## src/logic/rbac_pkg.sv

```systemverilog
package rbac_pkg;

  // ----------------------------------------------------------------
  // bank geometry
  // ----------------------------------------------------------------
  localparam int RBAC_NUM_REGS = 4;
  localparam int RBAC_REG_W    = 16;
  localparam int RBAC_ADDR_W   = 2;

  // ----------------------------------------------------------------
  // register indices
  // ----------------------------------------------------------------
  localparam logic [RBAC_ADDR_W-1:0] RBAC_IDX_CTRL = 2'h0;
  localparam logic [RBAC_ADDR_W-1:0] RBAC_IDX_STAT = 2'h1;
  localparam logic [RBAC_ADDR_W-1:0] RBAC_IDX_EVT  = 2'h2;
  localparam logic [RBAC_ADDR_W-1:0] RBAC_IDX_MISC = 2'h3;

  // ----------------------------------------------------------------
  // field positions
  // ----------------------------------------------------------------
  localparam int RBAC_CTRL_SOFT_REQ_BIT = 0;
  localparam int RBAC_CTRL_LITE_REQ_BIT = 1;
  localparam int RBAC_MISC_RSVD_ERR_BIT = 8;

  // ----------------------------------------------------------------
  // bit access attributes
  // ----------------------------------------------------------------
  typedef enum logic [3:0] {
    RBAC_RW                       = 4'h0,
    RBAC_RO                       = 4'h1,
    RBAC_LATCH_LOW_CLEAR_ON_READ  = 4'h2,
    RBAC_LATCH_HIGH_CLEAR_ON_READ = 4'h3,
    RBAC_SELF_CLEARING            = 4'h4,
    RBAC_SELF_SETTING             = 4'h5,
    RBAC_READONLY_STICKY_HIGH     = 4'h6,
    RBAC_WRITE_ONE_TO_CLEAR       = 4'h7,
    RBAC_READ_TO_CLEAR            = 4'h8,
    RBAC_RESERVED                 = 4'h9
  } rbac_attr_e;

  // one nibble per bit, bit 15 in the top nibble
  localparam logic [63:0] RBAC_ATTR_MAP [RBAC_NUM_REGS] = '{
    64'h9999_9999_5000_0044,
    64'h9999_9999_9923_6623,
    64'h9999_9999_8888_7777,
    64'h9999_9997_1111_1111
  };

  // ----------------------------------------------------------------
  // reset values and reset immunity
  // ----------------------------------------------------------------
  localparam logic [RBAC_REG_W-1:0] RBAC_RST_MAP [RBAC_NUM_REGS] = '{
    16'h0080, 16'h0022, 16'h0000, 16'h0000
  };
  localparam logic [RBAC_REG_W-1:0] RBAC_LITE_IMM_MAP [RBAC_NUM_REGS] = '{
    16'h000C, 16'h0000, 16'h0000, 16'h0100
  };
  localparam logic [RBAC_REG_W-1:0] RBAC_SOFT_IMM_MAP [RBAC_NUM_REGS] = '{
    16'h0008, 16'h0000, 16'h0000, 16'h0000
  };

  // ----------------------------------------------------------------
  // carriers
  // ----------------------------------------------------------------
  typedef logic [RBAC_NUM_REGS-1:0][RBAC_REG_W-1:0] rbac_bank_t;

  typedef struct packed {
    logic                   rd;
    logic                   wr;
    logic [RBAC_ADDR_W-1:0] addr;
    logic [RBAC_REG_W-1:0]  wdata;
  } rbac_req_s;

  typedef struct packed {
    logic val;
    logic seen;
  } rbac_cell_s;

  typedef struct packed {
    logic [RBAC_REG_W-1:0] rdata;
    logic                  rvalid;
    logic                  rsvd_err;
  } rbac_top_s;

endpackage

```

## src/logic/rbac_bit_cell.sv

```systemverilog
module rbac_bit_cell
  import rbac_pkg::*;
#(
  parameter rbac_attr_e ATTR     = RBAC_RW,
  parameter logic       RST_VAL  = 1'b0,
  parameter logic       LITE_IMM = 1'b0,
  parameter logic       SOFT_IMM = 1'b0
)(
  input  wire logic sys_clk_i,
  input  wire logic srst_i,
  input  wire logic lite_rst_i,
  input  wire logic soft_rst_i,
  input  wire logic rd_i,
  input  wire logic wr_i,
  input  wire logic wdata_i,
  input  wire logic cond_i,
  output logic      val_o
);

  // ----------------------------------------------------------------
  // elaboration check
  // ----------------------------------------------------------------
  if (ATTR == RBAC_RESERVED && RST_VAL != 1'b0)
  begin : g_bad_rsvd
    $error("reserved bit must reset to zero");
  end

  rbac_cell_s st_r;
  rbac_cell_s st_nxt;

  // ----------------------------------------------------------------
  // next state
  // ----------------------------------------------------------------
  always_comb
  begin
    st_nxt = st_r;
    case (ATTR)
      RBAC_RW:
      begin
        if (wr_i)
        begin
          st_nxt.val = wdata_i;
        end
      end
      RBAC_RO:
      begin
        st_nxt.val = cond_i;
      end
      RBAC_LATCH_LOW_CLEAR_ON_READ:
      begin
        if (!cond_i)
        begin
          st_nxt.val = 1'b0;
        end
        else if (rd_i)
        begin
          st_nxt.val = 1'b1;
        end
      end
      RBAC_LATCH_HIGH_CLEAR_ON_READ:
      begin
        if (cond_i)
        begin
          st_nxt.val = 1'b1;
        end
        else if (rd_i)
        begin
          st_nxt.val = 1'b0;
        end
      end
      RBAC_SELF_CLEARING:
      begin
        if (wr_i && wdata_i)
        begin
          st_nxt.val = 1'b1;
        end
        else if (st_r.val && cond_i)
        begin
          st_nxt.val = 1'b0;
        end
      end
      RBAC_SELF_SETTING:
      begin
        if (wr_i && !wdata_i)
        begin
          st_nxt.val = 1'b0;
        end
        else if (!st_r.val && cond_i)
        begin
          st_nxt.val = 1'b1;
        end
      end
      RBAC_READONLY_STICKY_HIGH:
      begin
        if (cond_i && !st_r.val)
        begin
          st_nxt.val  = 1'b1;
          st_nxt.seen = 1'b0;
        end
        else if (st_r.val)
        begin
          if ((st_r.seen || rd_i) && !cond_i)
          begin
            st_nxt.val  = 1'b0;
            st_nxt.seen = 1'b0;
          end
          else
          begin
            st_nxt.seen = st_r.seen || rd_i;
          end
        end
      end
      RBAC_WRITE_ONE_TO_CLEAR:
      begin
        if (cond_i)
        begin
          st_nxt.val = 1'b1;
        end
        else if (wr_i && wdata_i)
        begin
          st_nxt.val = 1'b0;
        end
      end
      RBAC_READ_TO_CLEAR:
      begin
        if (cond_i)
        begin
          st_nxt.val = 1'b1;
        end
        else if (rd_i)
        begin
          st_nxt.val = 1'b0;
        end
      end
      default:
      begin
        st_nxt.val  = 1'b0;
        st_nxt.seen = 1'b0;
      end
    endcase

    if (srst_i || (lite_rst_i && !LITE_IMM) || (soft_rst_i && !SOFT_IMM))
    begin
      st_nxt.val  = RST_VAL;
      st_nxt.seen = 1'b0;
    end
  end

  // ----------------------------------------------------------------
  // state register
  // ----------------------------------------------------------------
  always_ff @(posedge sys_clk_i)
  begin
    st_r <= st_nxt;
  end

  assign val_o = st_r.val;

endmodule // rbac_bit_cell

```

## src/logic/rbac_register_bank.sv

```systemverilog
// Behaviour
// - latch-low bit holds a low until its register is read
// - latch-high bit holds a high until its register is read
// - self-clearing bit returns to zero by itself, value stays readable
// - writing zero to a self-clearing bit changes nothing
// - self-setting bit returns to one while its condition input is high, value stays readable
// - writing one to a self-setting bit changes nothing
// - read-only sticky-high bit stays one until it is read
// - after the read it follows the condition and falls when it goes
// - unread sticky-high bit stays one even if the condition goes
// - lite-reset-immune bits keep value under lite reset
// - soft-reset-immune bits keep value under software reset
// - write-one-to-clear bit clears on a written one only
// - read-to-clear bit clears after a read, writes ignored
module rbac_register_bank
  import rbac_pkg::*;
#(
  parameter int NUM_REGS = RBAC_NUM_REGS,
  parameter int REG_W    = RBAC_REG_W
)(
  input  wire logic                   sys_clk_i,
  input  wire logic                   srst_i,
  input  wire logic                   lite_rst_i,
  input  wire logic                   soft_rst_i,
  input  wire rbac_req_s              req_i,
  input  wire rbac_bank_t             cond_i,
  output logic [RBAC_REG_W-1:0]       rdata_o,
  output logic                        rvalid_o,
  output rbac_bank_t                  bank_o,
  output logic                        soft_rst_o,
  output logic                        lite_rst_o,
  output logic                        rsvd_wr_o
);

  // ----------------------------------------------------------------
  // elaboration check
  // ----------------------------------------------------------------
  if (NUM_REGS != RBAC_NUM_REGS || REG_W != RBAC_REG_W)
  begin : g_bad_geom
    $error("bank geometry must match the attribute tables");
  end

  rbac_top_s                 st_r;
  rbac_top_s                 st_nxt;
  rbac_bank_t                bank_val;
  rbac_bank_t                cell_cond;
  rbac_bank_t                rsvd_mask;
  logic [RBAC_NUM_REGS-1:0]  rd_sel;
  logic [RBAC_NUM_REGS-1:0]  wr_sel;
  logic                      rsvd_hit;
  logic                      soft_rst;
  logic                      lite_rst;

  // ----------------------------------------------------------------
  // reserved bit mask from the attribute table
  // ----------------------------------------------------------------
  for (genvar r = 0; r < RBAC_NUM_REGS; r++)
  begin : g_mask_reg
    for (genvar b = 0; b < RBAC_REG_W; b++)
    begin : g_mask_bit
      assign rsvd_mask[r][b] = (RBAC_ATTR_MAP[r][4*b +: 4] == RBAC_RESERVED);
    end
  end

  // ----------------------------------------------------------------
  // address decode
  // ----------------------------------------------------------------
  always_comb
  begin
    rd_sel = '0;
    wr_sel = '0;
    if (req_i.addr == RBAC_IDX_CTRL)
    begin
      rd_sel[0] = req_i.rd;
      wr_sel[0] = req_i.wr;
    end
    else if (req_i.addr == RBAC_IDX_STAT)
    begin
      rd_sel[1] = req_i.rd;
      wr_sel[1] = req_i.wr;
    end
    else if (req_i.addr == RBAC_IDX_EVT)
    begin
      rd_sel[2] = req_i.rd;
      wr_sel[2] = req_i.wr;
    end
    else
    begin
      rd_sel[3] = req_i.rd;
      wr_sel[3] = req_i.wr;
    end
  end

  // software that breaks the reserved-field convention is flagged
  assign rsvd_hit = req_i.wr && |(req_i.wdata & rsvd_mask[req_i.addr]);

  // ----------------------------------------------------------------
  // internal resets, including the self-clearing request bits
  // ----------------------------------------------------------------
  assign soft_rst = soft_rst_i || bank_val[RBAC_IDX_CTRL][RBAC_CTRL_SOFT_REQ_BIT];
  assign lite_rst = lite_rst_i || bank_val[RBAC_IDX_CTRL][RBAC_CTRL_LITE_REQ_BIT];

  // ----------------------------------------------------------------
  // condition routing
  // ----------------------------------------------------------------
  always_comb
  begin
    cell_cond = cond_i;
    // reset requests complete one cycle after being set
    cell_cond[RBAC_IDX_CTRL][RBAC_CTRL_SOFT_REQ_BIT] = 1'b1;
    cell_cond[RBAC_IDX_CTRL][RBAC_CTRL_LITE_REQ_BIT] = 1'b1;
    cell_cond[RBAC_IDX_MISC][RBAC_MISC_RSVD_ERR_BIT] = rsvd_hit;
  end

  // ----------------------------------------------------------------
  // bit cells
  // ----------------------------------------------------------------
  for (genvar r = 0; r < RBAC_NUM_REGS; r++)
  begin : g_reg
    for (genvar b = 0; b < RBAC_REG_W; b++)
    begin : g_bit
      rbac_bit_cell #(
        .ATTR     (rbac_attr_e'(RBAC_ATTR_MAP[r][4*b +: 4])),
        .RST_VAL  (RBAC_RST_MAP[r][b]),
        .LITE_IMM (RBAC_LITE_IMM_MAP[r][b]),
        .SOFT_IMM (RBAC_SOFT_IMM_MAP[r][b])
      ) u_cell (
        .sys_clk_i  (sys_clk_i),
        .srst_i     (srst_i),
        .lite_rst_i (lite_rst),
        .soft_rst_i (soft_rst),
        .rd_i       (rd_sel[r]),
        .wr_i       (wr_sel[r]),
        .wdata_i    (req_i.wdata[b]),
        .cond_i     (cell_cond[r][b]),
        .val_o      (bank_val[r][b])
      );
    end
  end

  // ----------------------------------------------------------------
  // read capture: value before the read side effects take hold
  // ----------------------------------------------------------------
  always_comb
  begin
    st_nxt          = st_r;
    st_nxt.rvalid   = req_i.rd;
    st_nxt.rsvd_err = rsvd_hit;
    if (req_i.rd)
    begin
      // reserved cells hold zero, so reserved bits read as zero
      st_nxt.rdata = bank_val[req_i.addr];
    end
    if (srst_i)
    begin
      st_nxt = '0;
    end
  end

  always_ff @(posedge sys_clk_i)
  begin
    st_r <= st_nxt;
  end

  // ----------------------------------------------------------------
  // outputs
  // ----------------------------------------------------------------
  assign rdata_o    = st_r.rdata;
  assign rvalid_o   = st_r.rvalid;
  assign rsvd_wr_o  = st_r.rsvd_err;
  assign bank_o     = bank_val;
  assign soft_rst_o = soft_rst;
  assign lite_rst_o = lite_rst;

endmodule // rbac_register_bank

```

## config.mk

```make
export PLATFORM = sky130hd
export DESIGN_NAME = rbac_register_bank
export DESIGN_NICKNAME = d
export VERILOG_FILES = /design/src/logic/rbac_pkg.sv /design/src/logic/rbac_bit_cell.sv /design/src/logic/rbac_register_bank.sv
export SDC_FILE = /design/constraint.sdc
export NUM_CORES = 1
export LEC_CHECK = 0
export ABC_AREA = 0
export BUFFER_PORTS_ARGS = -buffer_cell sky130_fd_sc_hd__buf_2
export CORE_UTILIZATION = 30
export DETAILED_ROUTE_END_ITERATION = 8
export PLACE_DENSITY = 0.63
export SLEW_MARGIN = 15
export SYNTH_ARGS = -nofsm -noshare
export SYNTH_HDL_FRONTEND = slang
export SYNTH_SLANG_ARGS = --single-unit
```

## constraint.sdc

```tcl
create_clock -name sys_clk_i -period 1.7 [get_ports sys_clk_i]
set_input_delay 0.34 -clock sys_clk_i [delete_from_list [all_inputs] [get_ports sys_clk_i]]
set_output_delay 0.34 -clock sys_clk_i [all_outputs]
set_load 0.005 [all_outputs]
```

Word-level counts from Yosys, hierarchy flattened. Index checks and enable logic that the tools add are counted.

Register bits after elaboration: 51. Output and inout port bits: 84. Word-level logic and storage cells: 132.

$lt $le $gt $ge: 1. Eq/ne operators: 4. Multiplexer cells: 47. Bitwise operators: 1. Reductions and logical operators: 43.

Operator list (count): $bmux W16 S2 (2); $mux W1 (36); $mux W16 (2); $reduce_bool A2 Y1 (12); $and A16 B16 Y16 (1); $reduce_or A16 Y1 (1); $logic_and A1 B1 Y1 (14); $mux W2 (6); $logic_or A1 B1 Y1 (7); $logic_not A1 Y1 (6); $ne A2 B1 Y1 const B (2); $reduce_or A2 Y1 (2); $lt A2 B3 Y1 const B (1); $mux W3 (1); $eq A2 B1 Y1 const B (1); $eq A2 B2 Y1 const B (1); $logic_not A2 Y1 (1).

Logic depth before layout (Yosys ltp).
Word-level depth: 9. Gate-level depth with buffers: 6. Depth with buffers taken out: 4.

Hierarchy. A second synthesis with hierarchy kept.

Cell total of the unflattened synthesis: 323. Area, all modules: 2987.9 µm².

Modules (own cells, without submodules): rbac_register_bank (instances 1, cells each 141, area an instance 1252.5 µm², seq. area each 360.3 µm²); rbac_bit_cell at g_reg[0].g_bit[10].u_cell ... (instances 33, cells each 2, area an instance 11.3 µm², seq. area each 0.0 µm²); rbac_bit_cell at g_reg[3].g_bit[0].u_cell ... (instances 8, cells each 2, area an instance 35.0 µm², seq. area each 20.0 µm²); rbac_bit_cell at g_reg[0].g_bit[0].u_cell ... (instances 6, cells each 4, area an instance 45.0 µm², seq. area each 20.0 µm²); rbac_bit_cell at g_reg[1].g_bit[0].u_cell ... (instances 6, cells each 4, area an instance 43.8 µm², seq. area each 20.0 µm²); rbac_bit_cell at g_reg[1].g_bit[2].u_cell ... (instances 2, cells each 10, area an instance 93.8 µm², seq. area each 40.0 µm²); rbac_bit_cell at g_reg[0].g_bit[4].u_cell ... (instances 3, cells each 3, area an instance 42.5 µm², seq. area each 20.0 µm²); rbac_bit_cell at g_reg[1].g_bit[1].u_cell ... (instances 3, cells each 4, area an instance 38.8 µm², seq. area each 20.0 µm²); rbac_bit_cell at g_reg[0].g_bit[7].u_cell (instances 1, cells each 5, area an instance 45.0 µm², seq. area each 20.0 µm²); rbac_bit_cell at g_reg[0].g_bit[2].u_cell (instances 1, cells each 3, area an instance 40.0 µm², seq. area each 20.0 µm²); rbac_bit_cell at g_reg[0].g_bit[3].u_cell (instances 1, cells each 3, area an instance 33.8 µm², seq. area each 20.0 µm²).

Worst setup path before layout. OpenSTA, ideal clock, no wires.

Path kind: input -> register. Start: in req_i[16] (netlist bit). End: reg g_reg[0].g_bit[3].u_cell.st_r, in the netlist g_reg[0].g_bit[3].u_cell.val_o. Library setup time: 0.128 ns. Arrival time: 1.242 ns. Required time: 1.572 ns. Setup slack: 0.331 ns. Stages: 4. Path buffers: 1. Path through: buf_2 > nor3b_2 > mux2i_1 > nor2_1.

Longest elaborated chain between the ends: 2.

Ends and longest elaborated chain: start: declaration (line rbac_register_bank.sv:25) `input wire rbac_req_s req_i,`; $logic_not A2 Y1 (line rbac_register_bank.sv:72) `if (req_i.addr == RBAC_IDX_CTRL)`; $mux W1 (line rbac_register_bank.sv:72); end signal: assignment (line rbac_bit_cell.sv:154) `st_r <= st_nxt;`; end: declaration (line rbac_bit_cell.sv:28) `rbac_cell_s st_r;`.

No other way between the ends. A chain may end at the register's enable or synchronous reset.

Worst setup path after layout.
Start: reg g_reg[0].g_bit[1].u_cell.st_r, in the netlist g_reg[0].g_bit[1].u_cell.val_o. End: out lite_rst_o.

Longest elaborated chain between the ends: 1.

Ends and longest elaborated chain: start: declaration (line rbac_bit_cell.sv:28); start signal: assignment (line rbac_bit_cell.sv:154); $logic_or A1 B1 Y1 (line rbac_register_bank.sv:101) `assign lite_rst = lite_rst_i || bank_val[RBAC_IDX_CTRL][RBAC_CTRL_LITE_REQ_BIT];`; end: declaration (line rbac_register_bank.sv:31) `output logic lite_rst_o,`.

No other way between the ends.

==> metrics.md <==
| Metric | Value |
|---|---|
| Status | `finished clean` |
| Critical path cell sequence | `or2_2 > buf_2` |
| Gpl congestion | `0.735` |
| Global-route wire length before repair | `7500 um` |
| Clock Tree Buf Depth | `2` |
| Yosys top cell area share | `0.390` |
| Synth async-reset ratio | `0` |
| Cts bufs inserted | `5` |
| CP Capture Type | `output port` |
| CP max FO | `3` |
| Synth top area cells | `dfxtp_1, buf_4, mux4_2, mux2i_1, nor2_1` |
| Worst EP required | `1.36 ns` |
| Cell Rows | `31` |
| Detailed-route via count | `1671` |
| CORE AREA | `7250 sq um` |
| Top-count cell post-synth | `buf_4` |
| Die H | `88.8 um` |
| Register-to-Register Path Depth | `4` |
| Post-synthesis sequential area ratio | `0.390` |
| Worst path buffer plus inverter count | `1` |
| Port Buf Inserts | `90` |
| Hold Path Sink | `g_reg[3].g_bit[6].u_cell.val_o$_SDFF_PP0_` |
| Pwr Total | `2.03 mW` |
| Largest net degree at the start of global routing | `15` |
| Setup bufs post-CTS | `0` |
| Cell family with most CP delay | `flip-flops` |
| Clk root buf | `clkbuf_8` |
| Starting density of the core | `0.311` |
| Die X-Extent | `a little under 90 um` |
| Final min period | `about 1.4 ns` |
| Final setup margin | `0.312 ns` |
| Mapped cell area | `2260 sq um` |
| Hold_buf cts | `0` |
| Hpwl dp | `~4100 um` |
| Final hold vios | `0` |
| Residual DRC | `0` |
| Yosys reg bits | `44` |
| P per Cell Area | `791 nW/um^2` |
| Hold path startpoint | `cond_i[54]` |
| Num Clock Sinks | `44` |
| Clk Latency, worst-skew pair | `slightly below 0.3 ns` |
| Max Clk Rate | `0.720 GHz` |
| Netlist cell types | `32` |
| Mapped Cells | `248` |
| Top FF cell, synth | `dfxtp_1` |
| H-tree levels | `2` |
| Mean post-synth cell area | `roughly 9.1 sq um` |
| Slowest CP cell | `dfxtp_1` |
| Worst reg2reg startpoint | `g_reg[0].g_bit[0].u_cell.val_o$_SDFF_PP0_` |
| DRT Pass-1 Iters | `4` |
| Routed WL | `5130 um` |
| Tcrit/Tclk final | `0.817` |
| Post-synth top area cell | `dfxtp_1` |
| TritonCTS clock tree | `yes` |
| I/O pin count | `about 170` |
| Area Growth Syn to Fin | `13.5%` |
| Reg2Reg Setup Slack | `0.43 ns` |
| Max incr delay on CP | `approximately 0.33 ns` |
| Unrepaired setup endpoints after global routing | `no` |
| Hold Path Class | `in -> reg` |
| Finish-stage setup viols | `0` |
| Fillcell total | `762` |
| Post-place setup slack | `0.175 ns` |
| Top cells by count, synth | `buf_4, dfxtp_1, nor2_1` |
| Setup tns final | `0 ns` |
| Max rail drop VDD | `0.345 mV` |
| Antenna violations before repair | `0` |
| Die ar. | `7880 sq um` |
| Max_cap viols | `0` |
| PostCTS Resize Cnt | `0` |
| Number of synthesized flops with an enable pin | `0` |
| Clock-pin slew on the worst setup and hold paths | `0.08 ns` |
| Post-route antenna net violation count | `0` |
| DR vias/cell | `4.05` |
| Setup CP Type | `reg -> out` |
| Arrival time at the worst endpoint | `1.05 ns` |
| # diodes | `0` |
| Wirelength per Cell | `12.4 um` |
| Final Skew | `0.00250 ns` |
| Leakage power | `roughly 1.3 nW` |
| Vias in the first global route | `between 1000 and 1500` |
| GRT Residual Overflow | `0` |
| GR Util All Layers | `0.132` |
| Final slew viol count | `0` |
| Synth warnings | `0` |
| R2r endpoint | `g_reg[1].g_bit[2].u_cell.st_r[0]$_SDFFE_PP0P_` |
| Layout cell share with drive strength beyond 1 | `0.376` |
| Worst setup SP type | `flop` |
| Hold depth | `2` |
| Nets | `402` |
| Initial drt markers | `38` |
## sequential cells by signal, indices dropped and copies added (netlist names)
signal,flops
rdata_o,9
rvalid_o,1
g.g_bit.u_cell.st_r,2
rsvd_wr_o,1
g.g_bit.u_cell.val_o,31
## cell families (layout without fill, tap and decap cells)
group / count (synthesis) / count (layout) / share of synthesized area
flops: 44 / 44 / 0.390
mux: 18 / 18 / 0.113
xor+xnor: 2 / 2 / 0.00776
buf+inv: 85 / 112 / 0.268
simple gates: 73 / 73 / 0.160
other cells: 1 / 40 / 0.00166
compound gates: 25 / 25 / 0.0598
## per-layer routing
layer,vias to the layer above,wire length (um),track usage
met5,-,0,0
met4,0,40,0.0396
met3,5,325,0.0345
met2,69,2530,0.229
met1,760,2240,0.160
li1,837,-,-
## worst max-delay path by stage
stage,from,endpoint,slack (ns),depth (start not counted)
finish,g_reg[0].g_bit[1].u_cell.val_o$_SDFF_PP0_,lite_rst_o,0.31,2
global placement,req_i[16],rdata_o[0]$_SDFFE_PP0P_,0.20,4
floorplan,req_i[16],g_reg[0].g_bit[3].u_cell.val_o$_SDFFE_PP0N_,0.33,4
CTS,g_reg[0].g_bit[0].u_cell.val_o$_SDFF_PP0_,soft_rst_o,0.30,2
detailed placement,req_i[16],rdata_o[1]$_SDFFE_PP0P_,0.17,4
global route,g_reg[0].g_bit[0].u_cell.val_o$_SDFF_PP0_,soft_rst_o,0.27,2
## metrics by stage
stage	hold WS, ns	cells	util	area [sq um]
detailed placement	0.448	406	0.340	2470
floorplan	0.416	287	-	2400
finish	0.244	413	0.353	2560
global placement	0.443	406	0.340	2470
CTS	0.234	413	0.353	2560
global route	0.234	413	0.353	2560
## cells in the final DEF (no fill, tap or decap), types with 6 or more instances in the layout
master | Yosys | layout
buf_4 | 71 | 10
mux4_2 | 6 | 6
nor2_1 | 30 | 30
mux2i_1 | 12 | 12
clkbuf_8 | 0 | 7
buf_2 | 4 | 90
conb_1 | 1 | 40
a21oi_1 | 15 | 15
and2_1 | 8 | 8
nand2_1 | 13 | 13
dfxtp_1 | 44 | 44
## layout make-up
type | instances | area [sq um] | share of cell area
inverter | 5 | 18.8 | 0.00732
tap | 99 | 124 | 0.0483
timing repair buffer | 100 | 526 | 0.205
multi-input combinational | 158 | 918 | 0.358
clock buffer | 7 | 96.3 | 0.0376
sequential | 44 | 881 | 0.344
## report_power, final
part / total [mW] / internal, mW / switching, mW
clock: 0.704 / 0.362 / 0.342
combinational: 0.248 / 0.119 / 0.129
sequential: 1.07 / 1.06 / 0.0176
total: 2.03 / 1.54 / 0.489
Power figures use the tool's default switching activity.
